<file path="src/design/fsq_pkg.sv">
// package: constants and carriers for the flash secure-region and query host controller
package fsq_pkg;
    localparam logic [7:0]  CMD_UNLOCK1     = 8'hAA;
    localparam logic [7:0]  CMD_UNLOCK2     = 8'h55;
    localparam logic [7:0]  CMD_SEC_ENTER   = 8'h88;
    localparam logic [7:0]  CMD_SEC_EXIT1   = 8'h90;
    localparam logic [7:0]  CMD_SEC_EXIT2   = 8'h00;
    localparam logic [7:0]  CMD_QUERY       = 8'h98;
    localparam logic [7:0]  CMD_RESET       = 8'hF0;
    localparam logic [7:0]  CMD_PROGRAM     = 8'hA0;
    localparam logic [19:0] ADR_UNLOCK1_W   = 20'h0_0555;
    localparam logic [19:0] ADR_UNLOCK2_W   = 20'h0_02AA;
    localparam logic [19:0] ADR_QUERY_W     = 20'h0_0055;
    localparam logic [19:0] ADR_QUERY_B     = 20'h0_00AA;
    localparam logic [19:0] ADR_SER_BOT_W   = 20'h0_0000;
    localparam logic [19:0] ADR_SER_TOP_W   = 20'h0_FFF8;
    localparam logic [20:0] ADR_SER_TOP_B   = 21'h01_FFF0;
    localparam logic [7:0]  LOCK_GROUP_ADR  = 8'h1A;
    localparam int          LOCK_BIT_POS    = 7;
    localparam logic [5:0]  QRY_FIRST       = 6'h10;
    localparam logic [5:0]  QRY_LAST        = 6'h26;
    localparam int          SER_WORDS       = 8;
    localparam int          QRY_WORDS       = 23;
    localparam real         T_CYC_NS        = 100.0;
    localparam real         CLK_NS          = 25.0;
    localparam int          CYC_BUS         = int'($ceil(T_CYC_NS / CLK_NS));
    localparam logic [3:0]  BUS_CYCLES      = 4'(CYC_BUS);

    typedef enum logic [2:0] {
        FSQ_OP_SEC_ENTER,
        FSQ_OP_SEC_EXIT,
        FSQ_OP_QUERY_READ,
        FSQ_OP_SER_READ,
        FSQ_OP_SEC_PROGRAM,
        FSQ_OP_LOCK_SETUP,
        FSQ_OP_INDICATOR
    } fsq_op_type;

    typedef struct packed {
        fsq_op_type  op;
        logic        byte_mode;
        logic        top_boot;
        logic [19:0] addr;
        logic [15:0] data;
    } fsq_req_type;

    typedef struct packed {
        logic [19:0] addr;
        logic [15:0] dq_out;
        logic        ce_n;
        logic        oe_n;
        logic        we_n;
        logic        dq_oe;
    } fsq_pins_type;

    typedef struct packed {
        logic        ok;
        logic        factory_locked;
        logic        qry_bad;
        logic [15:0] data;
    } fsq_resp_type;
endpackage

</file>
<file path="src/design/fsq_bus_cycle.sv">
// single asynchronous flash bus cycle: write or read with fixed strobe length
`timescale 1ns/1ps
module fsq_bus_cycle import fsq_pkg::*; (
    input  wire logic        core_clk,   // 40 MHz clock
    input  wire logic        rst_n,      // sync reset, active low
    input  wire logic        ce,         // clock enable
    input  wire logic        start,      // begin one cycle
    input  wire logic        is_write,   // write when high, read when low
    input  wire logic [19:0] addr,       // address for the cycle
    input  wire logic [15:0] wdata,      // write data
    input  wire logic [15:0] dq_in,      // data pins from device
    output fsq_pins_type     pins,       // registered bus pins
    output logic             done,       // one-cycle completion pulse
    output logic [15:0]      rdata       // captured read data
);
    logic [3:0] cnt_q;
    logic       busy_q;
    logic       wr_q;

    always_ff @(posedge core_clk) begin
        if (!rst_n) begin
            busy_q <= 1'b0;
            cnt_q  <= 4'h0;
            wr_q   <= 1'b0;
            done   <= 1'b0;
        end else if (ce) begin
            done <= 1'b0;
            if (start && !busy_q) begin
                busy_q <= 1'b1;
                cnt_q  <= BUS_CYCLES;
                wr_q   <= is_write;
            end else if (busy_q) begin
                if (cnt_q == 4'h0) begin
                    busy_q <= 1'b0;
                    done   <= 1'b1;
                end else begin
                    cnt_q <= cnt_q - 4'h1;
                end
            end
        end
    end

    always_ff @(posedge core_clk) begin
        if (!rst_n) begin
            pins  <= '{addr: 20'h0_0000, dq_out: 16'h0000, ce_n: 1'b1, oe_n: 1'b1, we_n: 1'b1, dq_oe: 1'b0};
            rdata <= 16'h0000;
        end else if (ce) begin
            if (start && !busy_q) begin
                pins.addr   <= addr;
                pins.dq_out <= wdata;
                pins.ce_n   <= 1'b0;
                pins.oe_n   <= is_write;
                pins.we_n   <= !is_write;
                pins.dq_oe  <= is_write;
            end else if (busy_q && cnt_q == 4'h0) begin
                // data sampled while oe is still low, strobes then lifted together
                if (!wr_q) begin
                    rdata <= dq_in;
                end
                pins.ce_n  <= 1'b1;
                pins.oe_n  <= 1'b1;
                pins.we_n  <= 1'b1;
                pins.dq_oe <= 1'b0;
            end
        end
    end
endmodule

</file>
<file path="src/design/fsq_host.sv">
// host controller for the flash secure region and query table
`timescale 1ns/1ps
module fsq_host import fsq_pkg::*; (
    input  wire logic         core_clk,    // 40 MHz clock
    input  wire logic         rst_n,       // sync reset, active low
    input  wire logic         clk_en,      // freezes all state when low
    input  wire logic         req_valid,   // request strobe
    input  fsq_req_type       req,         // operation and operands
    output logic              req_ready,   // idle, request accepted when valid
    output fsq_resp_type      resp,        // result of last operation
    output logic              resp_valid,  // one-cycle result pulse
    output logic              in_secure,   // device believed in secure mode
    output logic              in_query,    // device believed in query mode
    input  wire logic [15:0]  dq_in,       // flash data pins in
    output fsq_pins_type      pins         // flash address, data and strobes
);
    typedef enum logic [1:0] {ST_IDLE, ST_SEQ, ST_WAIT} fsq_state_type;

    fsq_state_type st_q;
    fsq_req_type   cur_q;
    logic [4:0]    step_q;
    logic [3:0]    ser_idx_q;
    logic [4:0]    qry_idx_q;
    logic          qry_bad_q;
    logic          locked_q;
    logic          start;
    logic          is_write;
    logic [19:0]   cyc_addr;
    logic [15:0]   cyc_data;
    logic          last;
    logic          done;
    logic [15:0]   rdata;

    // expected query contents, word 10h upward
    function automatic logic [15:0] qry_expect(input logic [4:0] i);
        case (i)
            5'h00: qry_expect = 16'h0051;
            5'h01: qry_expect = 16'h0052;
            5'h02: qry_expect = 16'h0059;
            5'h03: qry_expect = 16'h0002;
            5'h05: qry_expect = 16'h0040;
            5'h0B: qry_expect = 16'h0027;
            5'h0C: qry_expect = 16'h0036;
            5'h0F: qry_expect = 16'h0003;
            5'h11: qry_expect = 16'h0009;
            5'h13: qry_expect = 16'h0005;
            5'h15: qry_expect = 16'h0004;
            default: qry_expect = 16'h0000;
        endcase
    endfunction

    // word address to pin address; byte mode doubles it
    function automatic logic [19:0] map_addr(input logic bm, input logic [19:0] w);
        map_addr = bm ? {w[18:0], 1'b0} : w;
    endfunction

    fsq_bus_cycle u_cycle (
        .core_clk (core_clk),
        .rst_n    (rst_n),
        .ce       (clk_en),
        .start    (start),
        .is_write (is_write),
        .addr     (cyc_addr),
        .wdata    (cyc_data),
        .dq_in    (dq_in),
        .pins     (pins),
        .done     (done),
        .rdata    (rdata)
    );

    // per-step cycle generation
    always_comb begin
        is_write = 1'b1;
        cyc_addr = map_addr(cur_q.byte_mode, ADR_UNLOCK1_W);
        cyc_data = {8'h00, CMD_UNLOCK1};
        last     = 1'b0;
        case (step_q)
            5'd0: ;
            5'd1: begin
                cyc_addr = map_addr(cur_q.byte_mode, ADR_UNLOCK2_W);
                cyc_data = {8'h00, CMD_UNLOCK2};
            end
            default: begin
                case (cur_q.op)
                    FSQ_OP_SEC_ENTER: begin
                        cyc_data = {8'h00, CMD_SEC_ENTER};
                        last     = 1'b1;
                    end
                    FSQ_OP_SEC_EXIT: begin
                        cyc_data = step_q == 5'd2 ? {8'h00, CMD_SEC_EXIT1} : {8'h00, CMD_SEC_EXIT2};
                        last     = step_q == 5'd3;
                    end
                    FSQ_OP_SEC_PROGRAM: begin
                        // full unlock each word, never the bypass shortcut
                        cyc_data = {8'h00, CMD_PROGRAM};
                        if (step_q == 5'd3) begin
                            cyc_addr = map_addr(cur_q.byte_mode, cur_q.addr);
                            cyc_data = cur_q.data;
                            last     = 1'b1;
                        end
                    end
                    FSQ_OP_LOCK_SETUP: begin
                        // sector group address for the region; protect pulses run outside
                        cyc_addr = {12'h000, LOCK_GROUP_ADR};
                        cyc_data = 16'h0000;
                        is_write = 1'b0;
                        last     = 1'b1;
                    end
                    FSQ_OP_QUERY_READ: begin
                        if (step_q == 5'd2) begin
                            cyc_addr = cur_q.byte_mode ? {12'h000, ADR_QUERY_B[7:0]} : ADR_QUERY_W;
                            cyc_data = {8'h00, CMD_QUERY};
                        end else if (step_q == 5'd3) begin
                            is_write = 1'b0;
                            // upper word address bits forced to zero
                            cyc_addr = map_addr(cur_q.byte_mode, {14'h0000, QRY_FIRST + {1'b0, qry_idx_q}});
                        end else begin
                            cyc_data = {8'h00, CMD_RESET};
                            last     = 1'b1;
                        end
                    end
                    FSQ_OP_SER_READ: begin
                        is_write = 1'b0;
                        cyc_addr = cur_q.top_boot
                            ? (cur_q.byte_mode ? ADR_SER_TOP_B[19:0] + {16'h0000, ser_idx_q}
                                               : ADR_SER_TOP_W + {17'h0_0000, ser_idx_q[2:0]})
                            : (cur_q.byte_mode ? {16'h0000, ser_idx_q}
                                               : ADR_SER_BOT_W + {17'h0_0000, ser_idx_q[2:0]});
                        last     = ser_idx_q == (cur_q.byte_mode ? 4'hF : 4'(SER_WORDS - 1));
                    end
                    default: begin
                        is_write = 1'b0;
                        cyc_addr = 20'h0_0000;
                        last     = 1'b1;
                    end
                endcase
            end
        endcase
    end

    // serial and indicator reads and lock setup need no unlock prefix
    function automatic logic [4:0] first_step(input fsq_op_type o);
        first_step = (o == FSQ_OP_SER_READ || o == FSQ_OP_LOCK_SETUP || o == FSQ_OP_INDICATOR) ? 5'd2 : 5'd0;
    endfunction

    assign start = (st_q == ST_SEQ);

    always_ff @(posedge core_clk) begin
        if (!rst_n) begin
            st_q       <= ST_IDLE;
            step_q     <= 5'd0;
            cur_q      <= '0;
            ser_idx_q  <= 4'h0;
            qry_idx_q  <= 5'd0;
            qry_bad_q  <= 1'b0;
            req_ready  <= 1'b1;
            resp_valid <= 1'b0;
            resp       <= '0;
        end else if (clk_en) begin
            resp_valid <= 1'b0;
            case (st_q)
                ST_IDLE: begin
                    if (req_valid && req_ready) begin
                        cur_q     <= req;
                        step_q    <= first_step(req.op);
                        ser_idx_q <= 4'h0;
                        qry_idx_q <= 5'd0;
                        qry_bad_q <= 1'b0;
                        req_ready <= 1'b0;
                        st_q      <= ST_SEQ;
                    end
                end
                ST_SEQ: st_q <= ST_WAIT;
                ST_WAIT: begin
                    if (done) begin
                        st_q <= ST_SEQ;
                        if (cur_q.op == FSQ_OP_QUERY_READ && step_q == 5'd3) begin
                            if ((cur_q.byte_mode ? {8'h00, rdata[7:0]} : rdata) != qry_expect(qry_idx_q)) begin
                                qry_bad_q <= 1'b1;
                            end
                            if (qry_idx_q == 5'(QRY_WORDS - 1)) begin
                                step_q <= 5'd4;
                            end
                            qry_idx_q <= qry_idx_q + 5'd1;
                        end else if (cur_q.op == FSQ_OP_SER_READ && !last) begin
                            ser_idx_q <= ser_idx_q + 4'h1;
                        end else if (!last) begin
                            step_q <= step_q + 5'd1;
                        end
                        if (cur_q.op == FSQ_OP_SER_READ || cur_q.op == FSQ_OP_INDICATOR) begin
                            resp.data <= rdata;
                        end
                        if (cur_q.op == FSQ_OP_INDICATOR) begin
                            resp.factory_locked <= rdata[LOCK_BIT_POS];
                        end
                        if (last) begin
                            st_q       <= ST_IDLE;
                            req_ready  <= 1'b1;
                            resp_valid <= 1'b1;
                            resp.qry_bad <= qry_bad_q;
                            // programming a locked region still runs on the bus; only resp.ok is cleared
                            resp.ok    <= !(cur_q.op == FSQ_OP_SEC_PROGRAM && locked_q);
                        end
                        if (cur_q.op == FSQ_OP_SER_READ) begin
                            resp_valid <= 1'b1;
                        end
                    end
                end
                default: st_q <= ST_IDLE;
            endcase
        end
    end

    // mode tracking mirrors the device; reset returns normal mode
    always_ff @(posedge core_clk) begin
        if (!rst_n) begin
            in_secure <= 1'b0;
            in_query  <= 1'b0;
            locked_q  <= 1'b0;
        end else if (clk_en && st_q == ST_WAIT && done && last) begin
            case (cur_q.op)
                FSQ_OP_SEC_ENTER:  in_secure <= 1'b1;
                FSQ_OP_SEC_EXIT:   in_secure <= 1'b0;
                FSQ_OP_INDICATOR:  locked_q  <= locked_q | rdata[LOCK_BIT_POS];
                FSQ_OP_LOCK_SETUP: locked_q  <= 1'b1;
                default: ;
            endcase
            in_query <= 1'b0;
        end else if (clk_en && st_q == ST_WAIT && done && cur_q.op == FSQ_OP_QUERY_READ && step_q == 5'd2) begin
            in_query <= 1'b1;
        end
    end
endmodule

</file>
<file path="config.mk">
export PLATFORM = sky130hd
export DESIGN_NAME = fsq_host
export DESIGN_NICKNAME = d
export VERILOG_FILES = /design/src/design/fsq_pkg.sv /design/src/design/fsq_bus_cycle.sv /design/src/design/fsq_host.sv
export SDC_FILE = /design/constraint.sdc
export NUM_CORES = 1
export LEC_CHECK = 0
export BUFFER_PORTS_ARGS = -buffer_cell sky130_fd_sc_hd__buf_2
export CAP_MARGIN = 20
export CORE_MARGIN = 3
export CORE_UTILIZATION = 47
export CTS_BUF_LIST = sky130_fd_sc_hd__clkbuf_8
export CTS_CLUSTER_DIAMETER = 80
export CTS_CLUSTER_SIZE = 24
export DETAILED_ROUTE_END_ITERATION = 6
export PLACE_DENSITY = 0.68
export SYNTH_ARGS = -nofsm -noshare
export SYNTH_HDL_FRONTEND = slang
export SYNTH_SLANG_ARGS = --single-unit
</file>
<file path="constraint.sdc">
create_clock -name core_clk -period 3.6 [get_ports core_clk]
set_input_delay 0.36 -clock core_clk [delete_from_list [all_inputs] [get_ports core_clk]]
set_output_delay 0.36 -clock core_clk [all_outputs]
set_load 0.1 [all_outputs]
</file>
# Word level (Yosys, flattened, before mapping)
# Memory sizes are Yosys's and may differ from the RTL's. A register that Yosys moved wholly into a read port is not among the register bits.
# Cells that the tools add are included.
classes:
  add_sub_neg: 7
  n_eq_ne: 28
  n_mux: 82
  bitwise: 4
  n_reduce_logical: 47
op_table:
  columns: ["operator", "n"]
  rows:
  - ["$mux W16", 7]
  - ["$pmux W20 S5", 1]
  - ["$pmux W16 S5", 1]
  - ["$mux W5", 11]
  - ["$mux W4", 11]
  - ["$mux W20", 2]
  - ["$pmux W20 S2", 1]
  - ["$mux W12", 3]
  - ["$mux W18", 2]
  - ["$pmux W16 S2", 1]
  - ["$mux W1", 23]
  - ["$mux W7", 3]
  - ["$pmux W5 S2", 2]
  - ["$add A17 B4 Y18 const A", 1]
  - ["$add A16 B3 Y17 const A", 1]
  - ["$mux W8", 2]
  - ["$ne A16 B16 Y1", 1]
  - ["$reduce_and A4 Y1", 4]
  - ["$eq A3 B3 Y1 const B", 5]
  - ["$ne A2 B2 Y1 const B", 6]
  - ["$reduce_and A6 Y1", 2]
  - ["$logic_and A1 B1 Y1", 11]
  - ["$mux W11", 1]
  - ["$add A5 B1 Y5 const B", 2]
  - ["33 further kinds", 64]
totals:
  register_bits: 145
  rom_bits: 224
  in_bits: 61
  output_inout_bits: 63
  n_memories: 1
memory_table:
  columns: ["memory", "words", "width", "rd", "rd_clocked_by_memory_dff", "wr", "line_no", "source"]
  rows:
  - ["(name not given)", 32, 7, 1, 1, 0, "fsq_host.sv:36", "case (i)"]

# Depth between registers and ports, before layout
logic_depth:
  depth_word: 12
  depth_mapped: 13
  depth_no_buf: 12

# Hierarchy
# From an unflattened synthesis, not the netlist that was laid out.
unflattened:
  hier_cells: 968
  hier_area_um2: 7485.9
by_module_without_submodules:
  columns: ["mod", "n_inst", "cells_each", "area_per_inst_um2", "seq_area_each_um2"]
  rows:
  - ["fsq_host", 1, 679, 5138.7, 1781.7]
  - ["fsq_bus_cycle", 1, 289, 2347.3, 1261.2]

# Worst setup path after synthesis
# No wires, ideal clock.
synth_timing:
  path_kind: "reg-to-reg"
  start: "register step_q[0]"
  end: "register (tool-made name)"
  setup_ns: 0.078
  t_arrival_ns: 2.906
  required_time_ns: 3.522
  setup_slack_ns: 0.616
  stages_incl_launch_ff: 12
  period_less_slack_ns: 2.984
  cell_sequence: "dfxtp_1 -> ha_1 -> or4b_4 -> or4_4 -> o211ai_2 -> and2_1 -> ha_1 -> nand3b_1 -> a21oi_1 -> nand2_1 -> a221o_1 -> a32oi_1"
synth_lines:
  columns: ["item", "line_no", "source"]
  rows:
  - ["start: declaration", "fsq_host.sv:21", "logic [4:0] step_q;"]
  - ["start signal: assignment", "fsq_host.sv:165", "step_q <= first_step(req.op);"]
  - ["start signal: assignment", "fsq_host.sv:188", "step_q <= step_q + 5'd1;"]

==> impl_metrics.py <==
metrics = {
    "outcome": {
        "status": "complete, no violations",
    },
    "clocking": {
        "cts_htree_levels": 4,
        "post_cts_resized": 0,
        "post_cts_buffers": 0,
        "clk_pin_slew_worst_paths_ps": 100,
        "cts_hold_buf": 0,
        "cts_sinks": 152,
        "clockRootBuffer": "clkbuf_8",
        "cts_tree": "yes",
        "clk_latency_ps": 460,
        "cts_buffer_depth": 2,
        "cts_made_buffers": 17,
    },
    "synth": {
        "synth_seq_area_share": 0.416,
        "synthFlopType": "dfxtp_1",
        "synth-edff-count": 0,
        "yosysWarnings": 0,
        "ys_seq_elements": 152,
        "avgSynthCellArea_um2": 8.06,
        "synthCells": 908,
        "synth.distinct_cells": 81,
        "netlist_area_mm2": 0.00731,
        "syn_nets": 981,
        "synthArstFlopShare": 0,
    },
    "layout": {
        "layout_common_cells": "nand2_1 (165), dfxtp_1 (152), buf_2 (123)",
        "syn2layout_area_growth_pct": 15.7,
        "ff_latch_area_mm2": 0.00304,
        "fin_nets": 1079,
        "antenna_cells": 0,
        "n_fill_cell": 1425,
        "final_common_cell": "nand2_1",
        "drive_gt1_frac": 0.205,
        "multi_input_area_mm2": 0.00392,
    },
    "floorplan": {
        "die_h_um": 131,
        "core_mm2": 0.0149,
        "die_w_um": 131,
        "io_pins": 124,
        "start_util": 0.492,
        "die-area_mm2": 0.0171,
        "fp-row-count": 44,
    },
    "detailed_routing": {
        "drt_iter0_markers": 700,
        "drcViolationCount": 0,
        "via_count": 6950,
        "wl_per_cell_um": 17.3,
        "ant_nets": 0,
        "drt_pass1_iterations": 5,
        "viasPerCell": 5.78,
        "routed_wl_um": 20900,
    },
    "critical_path": {
        "crit_cells": 12,
        "cp-end-kind": "register",
        "r2r_cells": 12,
        "ff2ff_setup_slack_ps": 400,
        "crit_buf_inv": 0,
        "crit_family": "simple AND/OR/NAND/NOR gates",
        "path_cells": "ha_1 -> or4b_4 -> or4_4 -> o211ai_2 -> and2_1 -> ha_1 -> nand3_1 -> a21oi_1 -> o21ai_0 -> a211oi_1 -> nor2_1 -> a32oi_1",
        "cp_max_fo": 6,
        "arrival_ps": 3580,
        "slowest_delay_ps": 490,
        "critPathLaunchType": "register",
        "cp_common_cell": "ha_1",
        "crit_type": "register to register",
        "reg2reg_from": "step_q[0]$_SDFFE_PN0P_",
        "crit_required_ps": 3980,
        "crit_path_top_delay_cell": "or4_4",
        "critPathLaunch": "step_q[0]$_SDFFE_PN0P_",
    },
    "timing": {
        "fin_crit_ps": 3200,
        "grt_setup_unrepaired": "false",
        "fin_tns_setup_ps": 0,
        "final.setup_skew_ps": 16.8,
        "worst_slack_ps": 404,
        "fmax_mhz": 313,
        "finalHoldViolCount": 0,
        "worst_pin_slew_ps": 767,
        "maxSlewHeadroom": 0.487,
        "report.final.slew_viol_count": 0,
        "post-route-period-util": 0.888,
        "setup_viol_count_final": 0,
    },
    "hold_path": {
        "hp-class": "input pin to register",
    },
    "global_routing": {
        "grt_pass1_vias": 6331,
        "grt_pass1_wl_um": 33300,
        "grt_overflow": 0,
        "grt_usage": 0.248,
        "antenna_found_initial": 0,
        "grt_start_max_net_pins": 57,
    },
    "pwr": {
        "p_leak_nw": 3.49,
        "power_density_mw_per_mm2": 431,
        "vdd_drop_max_mv": 0.383,
    },
    "placement": {
        "place_hpwl_um": 14800,
        "routabilityCongestion": 0.942,
        "place_ws_ps": 463,
        "io_buffers": 123,
    },
    "flow_run": {
        "maxCapViolCount": 0,
    },
}
[power breakdown]
group,internal [mW],switching (mW)
sequential,1.74,0.0436
combinational,0.135,0.364
clock,0.599,0.769
total,2.47,1.18
[worst min-delay path: stages]
cell and delay (ps):
buf_2 90, nand2_1 40, a21oi_1 50
[routing by layer]
metal / GRT usage / vias up / wire length (um)
met3: 0.0569 / 29 / 1580
met4: 0.0847 / 0 / 446
met2: 0.364 / 281 / 8980
met1: 0.359 / 3214 / 9840
li1: - / 3426 / -
met5: 0 / - / 0
[final cells by class]
type	count	area share
timing repair buffer	142	0.0896
clock inverter	15	0.0235
clock buffer	17	0.0276
sequential	152	0.359
multi-input combinational	671	0.463
inverter	22	0.00976
tap	184	0.0272
[registers in the layout, summed over array words and instances (netlist names), named ones only]
register and flops:
u_cycle.done 1, st_q 2, req_ready 1, qry_bad_q 1, cur_q 41, u_cycle.cnt_q 4, u_cycle.wr_q 1, in_secure 1
u_cycle.pins 40, step_q 5, resp 19, resp_valid 1, ser_idx_q 4, locked_q 1, u_cycle.busy_q 1, qry_idx_q 5
u_cycle.rdata 16, in_query 1
[cell families (layout without fill, tap and decap cells)]
logic type | count (synthesis) | in the layout | synth area share
adders and majority gates | 12 | 12 | 0.0205
DFF | 152 | 152 | 0.416
muxes | 30 | 30 | 0.0414
and+or+nand+nor | 347 | 347 | 0.226
buffers and inverters | 85 | 196 | 0.0488
xor gates and xnor gates | 12 | 12 | 0.0144
AOI/OAI and AO/OA | 270 | 270 | 0.233
[worst min path at each step]
stage / slack, ps / start / depth (start not counted) / end
6_report: 120 / dq_in[8] / 3 / u_cycle.rdata[8]$_SDFFE_PN0P_
5_1_grt: 100 / dq_in[10] / 3 / u_cycle.rdata[10]$_SDFFE_PN0P_
4_1_cts: 100 / dq_in[3] / 3 / u_cycle.rdata[3]$_SDFFE_PN0P_
3_5_place_dp: 440 / u_cycle.pins[3]$_SDFFE_PN1P_ / 1 / u_cycle.pins[3]$_SDFFE_PN1P_
3_3_place_gp: 430 / u_cycle.pins[3]$_SDFFE_PN1P_ / 1 / u_cycle.pins[3]$_SDFFE_PN1P_
2_1_floorplan: 430 / locked_q$_SDFFE_PN0P_ / 1 / resp[18]$_SDFFE_PN0P_
[stage by stage]
step,power (mW),cell area [um2],util,hold WS [ps],std cells
floorplan,2.17,7310,-,426,908
global placement,2.31,8020,0.540,429,1170
detailed placement,2.31,8020,0.540,435,1170
CTS,3.67,8460,0.569,95.6,1202
global route,3.80,8460,0.569,103,1203
finish,3.65,8460,0.569,117,1203
[synthesized netlist by cell type (all sizes together), types with 4 or more instances]
cell type    n  area (um2)
ha          12         150
nor4         7        50.1
nor2        71         282
a32oi        5        43.8
o211ai      10        90.1
dfxtp      152        3040
a21oi      114         582
o21a         7        52.6
nand2b       5        31.3
nand3       27         135
nor3b        4        40.0
nand3b       5        50.1
buf         17         101
o31ai        6        50.1
o21ai       57         285
nor3        13        80.1
a22oi        6        45.0
xor2         8        70.1
nand2      166         626
mux2i       28         280
inv         21        78.8
a211oi       6        45.0
a31oi        8        50.1
nor2b        9        56.3
a21o         5        37.5
xnor2        4        35.0
clkbuf      46         173
a22o         9        78.8
and2         7        43.8
nand4       11        68.8
and3         5        31.3
Note: power is estimated with default switching activity, not from simulation.
